===== src/shared/lssp_regs.vh =====
// Constants for the shared indicator and strap pin block
`ifndef LSSP_REGS_VH
`define LSSP_REGS_VH
// Avalon register word byte addresses
`define LSSP_ADDR_CTRL 4'h0
`define LSSP_ADDR_STRAP 4'h4
`define LSSP_ADDR_LEDA 4'h8
`define LSSP_ADDR_LEDB 4'hC
// Control register field positions
`define LSSP_CTRL_LED_EN 0
`define LSSP_CTRL_SWP_EN 1
`define LSSP_CTRL_GANG_EN 2
`define LSSP_CTRL_BOOST_EN 3
// Control register reset value
`define LSSP_CTRL_RST 4'h0
// Strap register field positions
`define LSSP_STRAP_SWP_LSB 0
`define LSSP_STRAP_GANG 7
`define LSSP_STRAP_BOOST_LSB 8
// Read data for unmapped addresses
`define LSSP_UNMAPPED 32'h00000000
`endif


===== src/core/lssp_pin_cell.v =====
// One shared pin: strap capture, polarity and output enable
`timescale 1ns/100ps
module lssp_pin_cell (
  // Clock and control
  input wire sys_clk_in,
  input wire ce_in,
  input wire capture_in,
  input wire strap_en_in,
  input wire led_en_in,
  input wire led_on_in,
  // Synchronised pin level
  input wire pin_sync_in,
  // Results
  output reg strap_q,
  output reg pin_o_q,
  output reg pin_oe_q
);

  always @(posedge sys_clk_in) begin
    if (ce_in) begin
      if (capture_in) begin
        strap_q <= strap_en_in & pin_sync_in;
      end
    end
  end

  always @(posedge sys_clk_in) begin
    if (ce_in) begin
      if (capture_in) begin
        pin_oe_q <= 1'b0;
        pin_o_q <= 1'b0;
      end else begin
        pin_oe_q <= led_en_in;
        pin_o_q <= led_on_in ^ strap_q;
      end
    end
  end

endmodule // lssp_pin_cell


===== src/core/lssp_top.v =====
// Shared indicator/strap pins with Avalon-MM control
`timescale 1ns/100ps
`include "lssp_regs.vh"
module lssp_top #(
  parameter NPORT = 7
) (
  // Clock, reset, enable
  input wire sys_clk_in,
  input wire rst_n_in,
  input wire ce_in,
  // Avalon-MM slave
  input wire [3:0] avs_address_in,
  input wire avs_read_in,
  input wire avs_write_in,
  input wire [31:0] avs_writedata_in,
  input wire [3:0] avs_byteenable_in,
  output reg [31:0] avs_readdata_out,
  output reg avs_waitrequest_n_out,
  // Port indicator pins
  input wire [NPORT-1:0] port_indicator_n_in,
  output wire [NPORT-1:0] port_indicator_n_out,
  output wire [NPORT-1:0] port_indicator_n_oe_out,
  // Enhanced indicator pins, ports 1..7
  input wire [NPORT-1:0] enh_indicator_n_in,
  output wire [NPORT-1:0] enh_indicator_n_out,
  output wire [NPORT-1:0] enh_indicator_n_oe_out,
  // Captured strap results
  output reg [NPORT-1:0] polarity_swap_strap_out,
  output reg gang_mode_out,
  output reg [1:0] phy_current_field_out
);

  // Control word width and first always-low enhanced port
  localparam CTRL_W = 4;
  localparam ENH_LOW_FIRST = 3;

  reg [CTRL_W-1:0] ctrl_q;
  reg [NPORT-1:0] leda_on_q;
  reg [NPORT-1:0] ledb_on_q;
  reg [2*NPORT-1:0] meta_q;
  reg [2*NPORT-1:0] sync_q;
  reg rst_seen_q;
  reg capture_q;
  wire [NPORT-1:0] swp_w;
  wire [NPORT-1:0] enhs_w;
  wire [NPORT-1:0] enh_strap_en_w;
  wire [NPORT-1:0] enh_on_w;
  wire [31:0] strap_word_w;
  wire avs_req_w;
  wire avs_hit_w;
  wire avs_wr_w;
  wire wr_ctrl_w;
  wire wr_leda_w;
  wire wr_ledb_w;
  genvar i;

  // Zero-extend a per-port mask to a bus word
  function [31:0] lssp_mask_word;
    input [NPORT-1:0] mask;
    begin
      lssp_mask_word = {{(32-NPORT){1'b0}}, mask};
    end
  endfunction

  // Compare the bus address with one register word
  function lssp_addr_is;
    input [3:0] addr;
    input [3:0] reg_addr;
    begin
      lssp_addr_is = (addr == reg_addr);
    end
  endfunction

  // A request is taken at the edge where waitrequest_n stands high
  assign avs_req_w = avs_read_in | avs_write_in;
  assign avs_hit_w = avs_req_w & avs_waitrequest_n_out;

  // Write strobes; byte lane 0 must be enabled
  assign avs_wr_w = avs_hit_w & avs_write_in & avs_byteenable_in[0];
  assign wr_ctrl_w = avs_wr_w & lssp_addr_is(avs_address_in, `LSSP_ADDR_CTRL);
  assign wr_leda_w = avs_wr_w & lssp_addr_is(avs_address_in, `LSSP_ADDR_LEDA);
  assign wr_ledb_w = avs_wr_w & lssp_addr_is(avs_address_in, `LSSP_ADDR_LEDB);

  // Pin synchronisers, two flops
  always @(posedge sys_clk_in) begin
    if (ce_in) begin
      meta_q <= {enh_indicator_n_in, port_indicator_n_in};
      sync_q <= meta_q;
    end
  end

  // one-cycle capture strobe on reset negation
  always @(posedge sys_clk_in) begin
    if (ce_in) begin
      if (!rst_n_in) begin
        rst_seen_q <= 1'b1;
        capture_q <= 1'b0;
      end else begin
        rst_seen_q <= 1'b0;
        capture_q <= rst_seen_q;
      end
    end
  end

  // ports 1-3 enhanced straps enabled by mode
  assign enh_strap_en_w = {{(NPORT-3){1'b0}}, ctrl_q[`LSSP_CTRL_GANG_EN],
    {2{ctrl_q[`LSSP_CTRL_BOOST_EN]}}};

  // ports 4-7 enhanced indicators active low
  generate
    for (i = 0; i < NPORT; i = i + 1) begin : g_enh_pol
      if (i >= ENH_LOW_FIRST) begin : g_low
        assign enh_on_w[i] = ~ledb_on_q[i];
      end else begin : g_strap
        assign enh_on_w[i] = ledb_on_q[i];
      end
    end
  endgenerate

  generate
    for (i = 0; i < NPORT; i = i + 1) begin : g_pin
      lssp_pin_cell u_a (
        .sys_clk_in(sys_clk_in),
        .ce_in(ce_in),
        .capture_in(capture_q | ~rst_n_in),
        .strap_en_in(ctrl_q[`LSSP_CTRL_SWP_EN]),
        .led_en_in(ctrl_q[`LSSP_CTRL_LED_EN]),
        .led_on_in(leda_on_q[i]),
        .pin_sync_in(sync_q[i]),
        .strap_q(swp_w[i]),
        .pin_o_q(port_indicator_n_out[i]),
        .pin_oe_q(port_indicator_n_oe_out[i])
      );
      // enhanced cells, straps only on ports 1-3
      lssp_pin_cell u_b (
        .sys_clk_in(sys_clk_in),
        .ce_in(ce_in),
        .capture_in(capture_q | ~rst_n_in),
        .strap_en_in(enh_strap_en_w[i]),
        .led_en_in(ctrl_q[`LSSP_CTRL_LED_EN]),
        .led_on_in(enh_on_w[i]),
        .pin_sync_in(sync_q[NPORT+i]),
        .strap_q(enhs_w[i]),
        .pin_o_q(enh_indicator_n_out[i]),
        .pin_oe_q(enh_indicator_n_oe_out[i])
      );
    end
  endgenerate

  // strap outputs follow held cell values
  always @(posedge sys_clk_in) begin
    if (ce_in) begin
      polarity_swap_strap_out <= swp_w;
      gang_mode_out <= enhs_w[2];
      // boost field, bit1 port 2, bit0 port 1
      phy_current_field_out <= {enhs_w[1], enhs_w[0]};
    end
  end

  // Strap word: swap bits, gang bit, boost field
  assign strap_word_w = {
    {(32-2-NPORT-1){1'b0}},
    enhs_w[1:0],
    gang_mode_out,
    swp_w
  };

  // Register writes; reset clears control and both LED masks
  always @(posedge sys_clk_in) begin
    if (!rst_n_in) begin
      ctrl_q <= `LSSP_CTRL_RST;
      leda_on_q <= {NPORT{1'b0}};
      ledb_on_q <= {NPORT{1'b0}};
    end else if (ce_in) begin
      if (wr_ctrl_w) begin
        ctrl_q <= avs_writedata_in[CTRL_W-1:0];
      end
      if (wr_leda_w) begin
        leda_on_q <= avs_writedata_in[NPORT-1:0];
      end
      if (wr_ledb_w) begin
        ledb_on_q <= avs_writedata_in[NPORT-1:0];
      end
    end
  end

  // Read answer and one wait cycle per access
  always @(posedge sys_clk_in) begin
    if (!rst_n_in) begin
      avs_waitrequest_n_out <= 1'b0;
      avs_readdata_out <= 32'h00000000;
    end else if (ce_in) begin
      avs_waitrequest_n_out <= avs_req_w & ~avs_waitrequest_n_out;
      case (avs_address_in)
        `LSSP_ADDR_CTRL: avs_readdata_out <= {28'h0000000, ctrl_q};
        `LSSP_ADDR_STRAP: avs_readdata_out <= strap_word_w;
        `LSSP_ADDR_LEDA: avs_readdata_out <= lssp_mask_word(leda_on_q);
        `LSSP_ADDR_LEDB: avs_readdata_out <= lssp_mask_word(ledb_on_q);
        default: avs_readdata_out <= `LSSP_UNMAPPED;
      endcase
    end
  end

endmodule // lssp_top


===== config.mk =====
export PLATFORM = sky130hd
export DESIGN_NAME = lssp_top
export DESIGN_NICKNAME = d
export VERILOG_FILES = /design/src/core/lssp_pin_cell.v /design/src/core/lssp_top.v
export VERILOG_INCLUDE_DIRS = /design/src /design/src/shared
export SDC_FILE = /design/constraint.sdc
export NUM_CORES = 1
export LEC_CHECK = 0
export ABC_AREA = 0
export ABC_CLOCK_PERIOD_IN_PS = 3600
export BUFFER_PORTS_ARGS = -buffer_cell sky130_fd_sc_hd__buf_4
export CORE_MARGIN = 2
export CORE_UTILIZATION = 49
export CTS_BUF_LIST = sky130_fd_sc_hd__clkbuf_16
export CTS_CLUSTER_DIAMETER = 100
export DETAILED_ROUTE_END_ITERATION = 16
export HOLD_SLACK_MARGIN = 0.08
export PLACE_DENSITY = 0.76
export SYNTH_ARGS = -nofsm -noshare
export SYNTH_HDL_FRONTEND = slang
export SYNTH_HIERARCHICAL = 1
export SYNTH_SLANG_ARGS = --single-unit

===== constraint.sdc =====
create_clock -name sys_clk_in -period 3.6 [get_ports sys_clk_in]
set_input_delay 0.72 -clock sys_clk_in [delete_from_list [all_inputs] [get_ports sys_clk_in]]
set_output_delay 0.72 -clock sys_clk_in [all_outputs]
set_load 0.1 [all_outputs]

**After elaboration in Yosys (flattened, before gate mapping)**

Index checks and enable logic that the tools add are counted.

- Mux-type cells: 2
- Eq/ne operators: 3
- Bitwise operators: 35
- Reduce and logical (&&, ||, !) cells: 5

Operators by type and width:

| cell | number |
|---|---|
| $pmux W10 S4 | 1 |
| $and A1 B1 Y1 | 17 |
| $xor A1 B1 Y1 | 10 |
| $eq A4 B4 Y1 const B | 2 |
| $reduce_and A2 Y1 | 4 |
| $not A1 Y1 | 6 |
| $eq A4 B3 Y1 const B | 1 |
| $logic_not A4 Y1 | 1 |
| $or A1 B1 Y1 | 2 |
| $mux W1 | 1 |

- Word-level logic and storage cells: 82
- Register bits after elaboration: 108

**Depth between registers and ports, before layout**

- Depth in word-level cells: 6
- Mapped depth: 5
- Gate-level depth less buffers: 3

**Modules after synthesis**

The synthesis kept the hierarchy.

By module, submodules not included:

| module | cells an instance | times used | area an instance (µm²) |
|---|---|---|---|
| lssp_top | 226 | 1 | 2747.6 |
| lssp_pin_cell | 8 | 14 | 121.4 |

**Least setup slack after synthesis**

No wires, ideal clock.

- Path kind: reg-to-reg
- Start: register avs_waitrequest_n_out
- End: register ctrl_q[0]
- Path buffers: 2
- Required time: 3.530 ns
- Setup slack: 1.587 ns
- Setup time: 0.070 ns
- Cell stages (with the launch flop): 6
- Arrival: 1.942 ns
- Cells stage by stage: dfxtp_1 > and4_1 > buf_2 > buf_1 > nand3_1 > a21oi_1

- Word-level cells in the longest chain between the ends: 5

RTL lines:

| element | line | RTL |
|---|---|---|
| start: declaration | lssp_top.v:18 | `output reg avs_waitrequest_n_out,` |
| start signal: assignment | lssp_top.v:193 | `avs_waitrequest_n_out <= avs_req_w & ~avs_waitrequest_n_out;` |
| $and A1 B1 Y1 | lssp_top.v:76 | `assign avs_hit_w = avs_req_w & avs_waitrequest_n_out;` |
| $and A1 B1 Y1 (2 in a row) | lssp_top.v:79 | `assign avs_wr_w = avs_hit_w & avs_write_in & avs_byteenable_in[0];` |
| $and A1 B1 Y1 | lssp_top.v:80 | `` assign wr_ctrl_w = avs_wr_w & lssp_addr_is(avs_address_in, `LSSP_ADDR_CTRL); `` |
| $reduce_and A2 Y1 (no line) | -- |  |
| end signal: assignment | lssp_top.v:171 | `` ctrl_q <= `LSSP_CTRL_RST; `` |
| end signal: assignment | lssp_top.v:176 | `ctrl_q <= avs_writedata_in[CTRL_W-1:0];` |
| end: declaration | lssp_top.v:37 | `reg [CTRL_W-1:0] ctrl_q;` |

Every way passes these cells.
A chain may end at the register's enable or synchronous reset.

**Worst setup path in the final report**

- Start: input ce_in
- End: register ledb_on_q[2]

- Word-level cells in the longest chain between the ends: 1

RTL lines:

| element | line | RTL |
|---|---|---|
| start: declaration | lssp_top.v:10 | `input wire ce_in,` |
| $reduce_and A2 Y1 (no line) | -- |  |
| end signal: assignment | lssp_top.v:173 | `ledb_on_q <= {NPORT{1'b0}};` |
| end signal: assignment | lssp_top.v:182 | `ledb_on_q <= avs_writedata_in[NPORT-1:0];` |
| end: declaration | lssp_top.v:39 | `reg [NPORT-1:0] ledb_on_q;` |

Every way passes these cells.

==> flow_metrics.env <==
export IMPL_synth_area_mm2=0.004447
export IMPL_finalPower_uw=2846
export IMPL_synth_top_area_share=0.5537
export IMPL_rsz0062_at_grt="no"
export IMPL_synth_edff_count=82
export IMPL_ys_warn_count=6
export IMPL_skew_ns=0.007334
export IMPL_maxSlewViolCount=0
export IMPL_clock_path_buffers=2
export IMPL_end_kind="register"
export IMPL_yosysSeqAreaShare=0.6843
export IMPL_setup_ws_ns=1.319
export IMPL_viasPerCell=5.300
export IMPL_clk_latency_ns=0.34
export IMPL_grt_pass1_wl_mm=13.72
export IMPL_syn_instance_count=338
export IMPL_met1_usage=0.2285
export IMPL_grt_max_degree=55
export IMPL_setup_viol=0
export IMPL_ys_flop_type="edfxtp_1"
export IMPL_use_met2=0.2957
export IMPL_ant_nets=0
export IMPL_fin_crit_sh=0.6336
export IMPL_cts_hold_buffers=0
export IMPL_synth_seq_cells=111
export IMPL_drive_above_1_share=0.2407
export IMPL_die_y_um=99.26
export IMPL_cts_inserted_buffers=9
export IMPL_ctsResizeCount=0
export IMPL_tns_ns=0
export IMPL_cap_violations=0
export IMPL_timing_fmax_mhz=438.4
export IMPL_clk_pin_slew_ns=0.07
export IMPL_routed_wl_mm=8.744
export IMPL_syn_avg_cell_area_um2=13.16
export IMPL_wl_per_cell_um=16.31
export IMPL_irDropWorstVdd_mv=0.3244
export IMPL_p_leak_uw=0.001991
export IMPL_pre_cts_ws_ns=0.9383
export IMPL_yosys_top_cells_count="edfxtp_1 (82), and2_1 (29), dfxtp_1 (29), a21oi_1 (26), buf_4 (23)"
export IMPL_multi_input_area_mm2=0.001261
export IMPL_antenna_found_initial=0
export IMPL_io_pins=130
export IMPL_clock_sinks=111
export IMPL_cts_root_buf="clkbuf_16"
export IMPL_yosys_area_top_type="edfxtp_1"
export IMPL_outcome="completed"
export IMPL_h_tree_depth=3
export IMPL_dp_hpwl_mm=5.603
export IMPL_hp_class="register to register"
export IMPL_drt_pass1_iterations=4
export IMPL_yosysMostFrequentCell="edfxtp_1"
export IMPL_layout_nets=482
export IMPL_gp_congestion=0.8106
export IMPL_worstMarginPinSlew_ns=0.9186
export IMPL_die_area_mm2=0.009853
export IMPL_grt_pass1_vias=2730
export IMPL_fp_dieW_um=99.26
export IMPL_worstSetupPathType="input pin to register"
export IMPL_finalHoldViolCount=0
export IMPL_io_buffers=79
export IMPL_worstPathArrival_ns=2.49
export IMPL_met3_usage=0.04849
export IMPL_drc_errors=0
export IMPL_drtIter0Drc=170
export IMPL_dr_total_vias=2841
export IMPL_ys_types=34
export IMPL_fp_coreArea_mm2=0.008763
export IMPL_busiest_layer="met2"
export IMPL_post_cts_buffers=0
export IMPL_power_density_mw_per_mm2=528.9
export IMPL_diodes=0
export IMPL_grt_usage=0.1799
export IMPL_regArea_mm2=0.003043
export IMPL_crit_fanout=54
export IMPL_maxSlewHeadroom=0.3850
export IMPL_start_util=0.5074
export IMPL_overflow=0
export IMPL_worstPathRequired_ns=3.81
export IMPL_worstSetupStartpointType="input pin"
export IMPL_cts_tree="built"
export IMPL_num_rows=34
export IMPL_synth_area_leaders="edfxtp_1 (55%), dfxtp_1 (13%), and2_1 (4.1%)"
export IMPL_async_flop_share=0
export IMPL_fillers=704
export IMPL_finish_utilization=0.6141
export IMPL_syn2layout_area_growth_pct=21.02
export IMPL_fin_crit_ns=2.281
-- cell usage in the layout (no fill, tap or decap), types with 2 or more instances in the layout --
cell       instances
edfxtp_1          82
buf_4             82
and2_1            29
dfxtp_1           29
a21oi_1           26
conb_1            26
nand3_1           21
nor2b_1           19
o21ai_1           15
xnor2_1           14
nor2_1            14
o21ai_0           10
clkbuf_16          9
nand2_1            8
mux2_1             7
inv_1              5
nand2b_1           5
a221oi_1           4
a22oi_1            3
clkinv_4           3
inv_6              2
-- path summary, 6_finish.rpt --
kind                            slack, ns                   from  cells after the start            to
worst min register to register       0.42              meta_q[3]                      0     sync_q[3]
worst max-delay path                 1.32                  ce_in                      4  ledb_on_q[2]
worst min-delay path                 0.42              meta_q[3]                      0     sync_q[3]
worst max register to register       1.92  avs_waitrequest_n_out                      3  ledb_on_q[2]
-- critical path, stage by stage --
cell and delay, ns:
buf_4 0.49, nand4_1 0.77, o21ai_0 0.41, a21oi_1 0.10
-- power by group --
| group | switching (uW) | internal [uW] |
|---|---|---|
| Clock | 453 | 547 |
| Combinational | 326 | 70.9 |
| Sequential | 18.5 | 1430 |
| Total | 798 | 2050 |
-- flip-flops by register name, indices dropped and copies added (netlist names) --
name / cells
meta_q: 14
sync_q: 14
avs_readdata_out: 10
g_pin.u_a/pin_o_q: 7
g_pin.u_a/pin_oe_q: 7
g_pin.u_a/strap_q: 7
g_pin.u_b/pin_o_q: 7
g_pin.u_b/pin_oe_q: 7
g_pin.u_b/strap_q: 7
leda_on_q: 7
ledb_on_q: 7
polarity_swap_strap_out: 7
ctrl_q: 4
phy_current_field_out: 2
avs_waitrequest_n_out: 1
capture_q: 1
gang_mode_out: 1
rst_seen_q: 1
-- layout make-up --
cell class                 count  area share
clock inverter                 7     0.01465
clock buffer                   9     0.04185
inverter                       6    0.004185
timing repair buffer          82      0.1144
tap                          108     0.02511
sequential                   111      0.5655
multi-input combinational    213      0.2344
-- routing by layer --
layer  wire [um]  vias up  share of wire
met3         670       13          0.077
met5           0        -              0
met2        4307      128           0.49
met1        3587     1361           0.41
li1            -     1339              -
met4         179        0          0.020
-- logic make-up after synthesis --
family | Yosys count | synth area share
other | 1 | 0.0008433
muxes | 7 | 0.01773
and+or+nand+nor | 107 | 0.1443
DFF | 111 | 0.6843
buffers and inverters | 39 | 0.05318
AOI/OAI and AO/OA | 59 | 0.07203
xor gates and xnor gates | 14 | 0.02758
-- through the flow --
step | instances | area [um^2] | hold WS, ns
2_1_floorplan | 363 | 4541 | 0.4003
3_3_place_gp | 520 | 5077 | 0.4015
3_5_place_dp | 520 | 5077 | 0.4052
4_1_cts | 536 | 5381 | 0.4221
5_1_grt | 536 | 5381 | 0.4336
6_report | 536 | 5381 | 0.4213
(Power assumes the default switching activity.)
